===== config.mk =====
export PLATFORM = sky130hd
export DESIGN_NAME = ccr_config_regs
export DESIGN_NICKNAME = d
export VERILOG_FILES = /design/src/rtl/ccr_pkg.sv /design/src/rtl/ccr_config_regs.sv
export SDC_FILE = /design/constraint.sdc
export NUM_CORES = 1
export LEC_CHECK = 0
export BUFFER_PORTS_ARGS = -buffer_cell sky130_fd_sc_hd__buf_2
export CORE_AREA = 2 2 269 271
export DETAILED_ROUTE_END_ITERATION = 8
export DIE_AREA = 0 0 271 273
export PLACE_DENSITY = 0.49
export SYNTH_ARGS = -nofsm -noshare
export SYNTH_HDL_FRONTEND = slang
export SYNTH_SLANG_ARGS = --single-unit
export TNS_END_PERCENT = 100

===== constraint.sdc =====
create_clock -name clk -period 4.7 [get_ports clk]
set_clock_uncertainty 0.2 [all_clocks]
set_input_delay 0.94 -clock clk [delete_from_list [all_inputs] [get_ports clk]]
set_output_delay 0.94 -clock clk [all_outputs]
set_load 0.005 [all_outputs]

===== src/rtl/ccr_pkg.sv =====
// Shared constants and types of the configuration register bank.
package ccr_pkg;

  // ----------------------------------------------------------------
  // Register offsets and sizes
  // ----------------------------------------------------------------
  localparam int          ADDR_W       = 8;
  localparam int          DATA_W       = 8;
  localparam int          CHANNELS     = 8;
  localparam logic [7:0]  ADDR_CSUM_LO = 8'h23;
  localparam logic [7:0]  ADDR_CSUM_HI = 8'h24;
  localparam logic [7:0]  ADDR_DEVCTL  = 8'h25;
  localparam logic [7:0]  ADDR_PKTFMT  = 8'h26;
  localparam logic [7:0]  ADDR_IRQ_STS = 8'hc0;
  localparam logic [7:0]  ADDR_IRQ_MSK = 8'hc1;
  localparam logic [7:0]  SCAN_FIRST   = 8'hb9;
  localparam logic [7:0]  SCAN_LAST    = 8'h25;

  // ----------------------------------------------------------------
  // Reset values, field positions and masks
  // ----------------------------------------------------------------
  localparam logic [15:0] CSUM_RST     = 16'h0000;
  localparam logic [7:0]  DEVCTL_RST   = 8'h11;
  localparam logic [7:0]  PKTFMT_RST   = 8'h01;
  localparam logic [7:0]  DEVCTL_MASK  = 8'h9f;
  localparam logic [7:0]  PKTFMT_MASK  = 8'h07;
  localparam logic [7:0]  IRQ_MASK     = 8'h30;
  localparam int          BIT_INJECT   = 7;
  localparam int          BIT_TERM     = 4;
  localparam int          BIT_HALFB    = 3;
  localparam int          BIT_REFERENCE_BUFFER_PIN   = 2;
  localparam int          BIT_REFSEL   = 1;
  localparam int          BIT_ECHO     = 0;
  localparam int          BIT_PATTERN  = 2;
  localparam int          BIT_TRIM_ERR = 5;
  localparam int          BIT_MAP_ERR  = 4;
  localparam logic [1:0]  SIZE_16      = 2'h0;
  localparam logic [1:0]  SIZE_24      = 2'h1;

  // ----------------------------------------------------------------
  // Checksum engine
  // ----------------------------------------------------------------
  localparam logic [15:0] CRC_POLY     = 16'h755b;
  localparam logic [15:0] CRC_SEED     = 16'hffff;
  localparam logic [15:0] CRC_FAULT    = 16'h0001;

  // ----------------------------------------------------------------
  // Carriers
  // ----------------------------------------------------------------
  typedef logic [CHANNELS-1:0][23:0] ccr_chan24_t;
  typedef logic [CHANNELS-1:0][31:0] ccr_chan32_t;

  typedef struct packed {
    logic termination_en;
    logic half_bias_en;
    logic ref_buffer_powerdown;
    logic internal_ref_en;
  } ccr_analog_s;

  typedef struct packed {
    logic [15:0] csum;
    logic [7:0]  ctrl;
    logic [7:0]  pkt;
    logic [7:0]  sts;
    logic [7:0]  msk;
    logic [7:0]  rdata;
    logic [7:0]  scan_addr;
    logic [15:0] crc;
    logic        clk_ret;
    logic        trim_inj;
    ccr_chan24_t packets;
    logic        pkt_valid;
  } ccr_state_s;

endpackage : ccr_pkg


===== src/rtl/ccr_config_regs.sv =====
// Configuration register bank with map checksum monitor and packet format.
//
// Our own choice: the plain strobed port.
`timescale 1ns/1ps
`default_nettype none
// Summary of operation
// - Checksum polynomial 0x755B style, seed all ones; both sides agree.
// - Fault inject bit during conversions corrupts trim and map checksums.
// - Control bit 4, reset one, enables input pair termination.
// - Control bit 3 selects half-bias drive on output pairs.
// - Control bit 2 powers down the internal reference buffer.
// - Control bit 1: zero internal reference, one external reference.
// - Control bit 0, reset one, echoes serial clock onto return clock.
// - Pattern enable replaces packets with upper pattern register bits.
// - Size code 00 gives 16-bit, 01 gives 24-bit; reset 01.
// - Packets follow size, oversampling and pattern settings.
module ccr_config_regs
  import ccr_pkg::*;
(
  input  wire logic              clk,
  input  wire logic              rst,
  input  wire logic [ADDR_W-1:0] addr,
  input  wire logic [DATA_W-1:0] wdata,
  input  wire logic              wr,
  input  wire logic              rd,
  output logic      [DATA_W-1:0] rdata,
  output logic                   irq,
  output logic      [ADDR_W-1:0] map_byte_addr,
  input  wire logic [DATA_W-1:0] map_byte_in,
  input  wire logic              conversion_active,
  input  wire logic              trim_checksum_error,
  output logic                   trim_fault_inject,
  output ccr_analog_s            analog,
  input  wire logic              serial_clock_in,
  output logic                   serial_clock_return,
  input  wire logic              oversample_active,
  input  wire logic              sample_valid,
  input  wire ccr_chan24_t       chan_sample,
  input  wire ccr_chan32_t       chan_pattern_value,
  output ccr_chan24_t            packet_word,
  output logic                   packet_valid
);

  // ----------------------------------------------------------------
  // Functions
  // ----------------------------------------------------------------

  // Advances the checksum by one byte, most significant bit first.
  function automatic logic [15:0] crc_byte(input logic [15:0] c,
                                           input logic [7:0]  d);
    logic [15:0] r;
    logic        fb;
    r = c;
    for (int i = 7; i >= 0; i--)
    begin
      fb = r[15] ^ d[i];
      r  = {r[14:0], 1'b0};
      if (fb)
      begin
        r = r ^ CRC_POLY;
      end
    end
    return r;
  endfunction : crc_byte

  // Tells whether a packet size code is one of the two legal ones.
  function automatic logic size_ok(input logic [1:0] s);
    return (s == SIZE_16) || (s == SIZE_24);
  endfunction : size_ok

  // ----------------------------------------------------------------
  // Packet formatting
  // ----------------------------------------------------------------

  ccr_state_s  st;
  ccr_state_s  next_st;
  ccr_chan24_t fmt;
  logic        pat_on;
  logic        size16;

  assign pat_on = st.pkt[BIT_PATTERN];
  assign size16 = (st.pkt[1:0] == SIZE_16);

  // Each channel picks pattern or sample, then trims to the packet size.
  for (genvar g = 0; g < CHANNELS; g++)
  begin : g_fmt
    logic [23:0] src;
    always_comb
    begin
      if (pat_on)
      begin
        src = chan_pattern_value[g][31:8];
      end
      else if (oversample_active)
      begin
        src = chan_sample[g];
      end
      else
      begin
        src = {chan_sample[g][15:0], 8'h00};
      end
    end
    // Short packets keep the upper sixteen bits and clear the low byte.
    assign fmt[g] = size16 ? {src[23:8], 8'h00} : src;
  end

  // ----------------------------------------------------------------
  // Next state
  // ----------------------------------------------------------------

  logic [7:0]  scan_byte;
  logic [15:0] crc_now;
  logic [15:0] crc_final;
  logic        scan_end;
  logic        inject;
  logic        mismatch;

  assign inject    = st.ctrl[BIT_INJECT] & conversion_active;
  assign scan_end  = (st.scan_addr == SCAN_LAST);
  assign crc_now   = crc_byte(st.crc, scan_byte);
  assign crc_final = inject ? (crc_now ^ CRC_FAULT) : crc_now;
  assign mismatch  = scan_end && (crc_final != st.csum);

  // Own registers feed the scan directly; the rest comes from outside.
  always_comb
  begin
    unique case (st.scan_addr)
      ADDR_DEVCTL: scan_byte = st.ctrl;
      ADDR_PKTFMT: scan_byte = st.pkt;
      default:     scan_byte = map_byte_in;
    endcase
  end

  always_comb
  begin
    next_st = st;
    // Checksum walk from the top of the covered range downwards.
    if (scan_end)
    begin
      next_st.scan_addr = SCAN_FIRST;
      next_st.crc       = CRC_SEED;
    end
    else
    begin
      next_st.scan_addr = st.scan_addr - 8'h01;
      next_st.crc       = crc_now;
    end
    // Register writes; reserved bits and illegal sizes are dropped.
    if (wr)
    begin
      unique case (addr)
        ADDR_CSUM_LO: next_st.csum[7:0]  = wdata;
        ADDR_CSUM_HI: next_st.csum[15:8] = wdata;
        ADDR_DEVCTL:  next_st.ctrl = wdata & DEVCTL_MASK;
        ADDR_PKTFMT:
        begin
          next_st.pkt[BIT_PATTERN] = wdata[BIT_PATTERN];
          if (size_ok(wdata[1:0]))
          begin
            next_st.pkt[1:0] = wdata[1:0];
          end
        end
        ADDR_IRQ_STS: next_st.sts = st.sts & ~(wdata & IRQ_MASK);
        ADDR_IRQ_MSK: next_st.msk = wdata & IRQ_MASK;
        default:      next_st.sts = st.sts;
      endcase
    end
    // Sticky error events; a set beats a clear in the same cycle.
    if (mismatch)
    begin
      next_st.sts[BIT_MAP_ERR] = 1'b1;
    end
    if (trim_checksum_error)
    begin
      next_st.sts[BIT_TRIM_ERR] = 1'b1;
    end
    // Read data stands in the cycle after the strobe only.
    next_st.rdata = 8'h00;
    if (rd)
    begin
      unique case (addr)
        ADDR_CSUM_LO: next_st.rdata = st.csum[7:0];
        ADDR_CSUM_HI: next_st.rdata = st.csum[15:8];
        ADDR_DEVCTL:  next_st.rdata = st.ctrl & DEVCTL_MASK;
        ADDR_PKTFMT:  next_st.rdata = st.pkt & PKTFMT_MASK;
        ADDR_IRQ_STS: next_st.rdata = st.sts;
        ADDR_IRQ_MSK: next_st.rdata = st.msk;
        default:      next_st.rdata = 8'h00;
      endcase
    end
    next_st.trim_inj  = inject;
    next_st.clk_ret   = st.ctrl[BIT_ECHO] & serial_clock_in;
    next_st.pkt_valid = sample_valid;
    if (sample_valid)
    begin
      next_st.packets = fmt;
    end
  end

  // ----------------------------------------------------------------
  // State register
  // ----------------------------------------------------------------

  always_ff @(posedge clk)
  begin
    if (rst)
    begin
      st           <= '0;
      st.csum      <= CSUM_RST;
      st.ctrl      <= DEVCTL_RST;
      st.pkt       <= PKTFMT_RST;
      st.scan_addr <= SCAN_FIRST;
      st.crc       <= CRC_SEED;
    end
    else
    begin
      st <= next_st;
    end
  end

  // ----------------------------------------------------------------
  // Outputs
  // ----------------------------------------------------------------

  assign rdata                       = st.rdata;
  assign irq                         = |(st.sts & st.msk);
  assign map_byte_addr               = st.scan_addr;
  assign trim_fault_inject           = st.trim_inj;
  assign analog.termination_en       = st.ctrl[BIT_TERM];
  assign analog.half_bias_en         = st.ctrl[BIT_HALFB];
  assign analog.ref_buffer_powerdown = st.ctrl[BIT_REFERENCE_BUFFER_PIN];
  assign analog.internal_ref_en      = ~st.ctrl[BIT_REFSEL];
  assign serial_clock_return         = st.clk_ret;
  assign packet_word                 = st.packets;
  assign packet_valid                = st.pkt_valid;
endmodule : ccr_config_regs
`default_nettype wire


==> impl_metrics.json <==
{
  "syn-cell-area_sq_mm": 0.0148,
  "cts_tree": "yes",
  "path_cells": "ha_1 -> or3b_2 -> nor2_1 -> a222oi_1 -> xnor2_1 -> xor3_2 -> xnor2_1 -> or2_1 -> mux2i_1 -> a311oi_1",
  "yosysSeqAreaShare_pct": 34.7,
  "ys.warnings.count": 0,
  "grt_pass1_wl_um": 82300,
  "ctsHoldBuffers": 0,
  "coreArea_sq_mm": 0.0710,
  "yosysTopAreaCellShare_pct": 34.7,
  "grt-ovfl-total": 0,
  "die_x_um": 271,
  "grt_max_degree": 160,
  "max_freq_mhz": 239,
  "cp_max_fo": 9,
  "io_pins": 697,
  "worst_slack_ns": 0.519,
  "synth_largest_area_cell": "dfxtp_1",
  "initialDrtViolationCount": 684,
  "htreeDepth": 2,
  "path_delay_family": "XOR/XNOR gates",
  "nFillCells": 7844,
  "syn-num-nets": 2273,
  "clockBufferDepth": 3,
  "async_reset_ff_share_pct": 0,
  "clock-root-buffer": "clkbuf_16",
  "layout_common_cells": "buf_2 (629), nor2_1 (287), mux2i_1 (266)",
  "clk_pin_slew_ns": 0.05,
  "grtUsageTotal_pct": 14.6,
  "syn2layout_area_growth_pct": 25.8,
  "place_congestion": 0.822,
  "wl_um": 56600,
  "drive_gt1_share_pct": 33.5,
  "place_inst": 3063,
  "postRouteAntennaNets": 0,
  "die_y_um": 273,
  "crit_top_cell": "xnor2_1",
  "numPortBuffers": 632,
  "post-place-ws_ns": 0.527,
  "post-cts-setup-buffer-count": 0,
  "min_path_type": "register to register",
  "status": "completed",
  "synth_edf_count": 0,
  "fin_crit_ns": 4.18,
  "power_density_mw_per_mm2": 400,
  "cts.sinks": 256,
  "ctsResizeCount": 0,
  "dominantRegCellSynth": "dfxtp_1",
  "critPathBufInv": 0,
  "worstPathArrival_ns": 4.39,
  "max_stage_delay_ns": 0.61,
  "fin_util_pct": 26.2,
  "yosys_register_bits": 256,
  "vias": 13300,
  "cts_buffers": 35,
  "clock_latency_ns": 0.55,
  "fin_cells": 3128,
  "antenna_found_initial": 2,
  "grt_pass1_vias": 13000,
  "synth.area.top_cells": "dfxtp_1 (35%), mux2i_1 (18%), buf_4 (11%)",
  "endpoint_kind": "register",
  "power_uw": 7420,
  "cp.required_ns": 4.91,
  "rsz0062_at_grt": "no",
  "dieArea_sq_mm": 0.0740,
  "mostFrequentLayoutCell": "buf_2",
  "syn-mean-instance-area_sq_um": 8.25,
  "vias_per_cell": 4.24,
  "rows": 98,
  "nets": 2634,
  "drv_cap": 0,
  "remaining_drc_errors": 0,
  "drtPass1Iterations": 5,
  "slowest_stage": "xnor2_1",
  "drv_slew": 0,
  "worstSetupPathType": "register to register",
  "tightest_slew_ns": 0.920,
  "yosysUniqueCellTypes": 57,
  "start_kind": "register",
  "initial_utilization_pct": 20.8,
  "fin_tns_setup_ns": 0,
  "wire_per_inst_um": 18.1,
  "hold_viol": 0,
  "timing.slew.headroom_pct": 38.6,
  "setup_viol": 0,
  "p_leak_uw": 0.00873,
  "period_share_pct": 89.0,
  "syn_inst": 1789,
  "ir_worst_vdd_mv": 0.242,
  "dp_hpwl_um": 43300
}
## routing by layer
| layer | vias to the layer above | routed length (um) | track usage [%] |
|---|---|---|---|
| met5 | - | 0 | 0 |
| met4 | 0 | 1350 | 4.23 |
| met3 | 66 | 4880 | 4.63 |
| met2 | 477 | 26700 | 24.4 |
| met1 | 6110 | 23700 | 17.8 |
| li1 | 6611 | - | - |
## registers in the layout, summed over array words and instances, names as in the netlist
| name | count |
|---|---|
| pat_on | 1 |
| rdata | 8 |
| packet_valid | 1 |
| serial_clock_return | 1 |
| st | 41 |
| trim_fault_inject | 1 |
| map_byte_addr | 8 |
| analog | 3 |
| packet_word | 192 |
## area by class of cell
cell class	count	area [sq um]	area share [%]
repair buffers	654	3430	18.5
diodes	2	5.00	0.0269
clock inverters	17	239	1.29
well taps	950	1190	6.40
clock buffers	46	957	5.15
flip-flops and latches	256	5130	27.6
inverters	6	23.8	0.128
multi-input cells	1197	7610	40.9
## report_power, final
part	internal (uW)	total, uW	switching (uW)
combinational	1080	2210	1130
sequential	2340	2440	101
clock	1680	2780	1100
## worst reg2reg max path: stages (launching register included)
cell	delay (ns)
dfxtp_1	0.41
ha_1	0.36
or3b_2	0.49
nor2_1	0.45
a222oi_1	0.30
xnor2_1	0.61
xor3_2	0.62
xnor2_1	0.16
or2_1	0.21
mux2i_1	0.14
a311oi_1	0.10
## synthesized netlist by cell type (all sizes together), types with 4 or more instances
library cell,n
a21oi,86
a222oi,4
a22oi,73
a41oi,4
and2,8
buf,234
clkbuf,96
dfxtp,256
inv,6
mux2,5
mux2i,266
nand2,189
nand3,13
nor2,289
nor3,6
nor3b,5
o21ai,133
o31ai,4
or2,4
xnor2,42
xnor3,7
xor2,16
xor3,4
## metrics by stage
step	cell area, sq um	hold WS, ns
floorplan	14800	0.200
global placement	17400	0.216
detailed placement	17400	0.231
CTS	18600	0.243
global route	18600	0.270
finish	18600	0.246
## final timing paths
kind | startpoint | endpoint | slack (ns) | cells after the start
hold / removal | map_byte_addr[0] | map_byte_addr[0] | 0.25 | 1
setup / recovery | map_byte_addr[0] | st[239] | 0.52 | 10
setup reg to reg | map_byte_addr[0] | st[239] | 0.52 | 10
hold reg to reg | map_byte_addr[0] | map_byte_addr[0] | 0.25 | 1
## logic make-up (layout without fill, tap and decap cells)
| family | after synthesis | after routing | share of synthesized area (%) |
|---|---|---|---|
| fa+ha+maj | 3 | 3 | 0.254 |
| simple gates | 533 | 533 | 14.7 |
| flops | 256 | 256 | 34.7 |
| other cells | 0 | 2 | 0 |
| mux | 271 | 271 | 18.4 |
| buf+inv | 336 | 723 | 13.9 |
| compound gates | 321 | 321 | 12.9 |
| xor+xnor | 69 | 69 | 5.17 |
(Power assumes the default switching activity.)
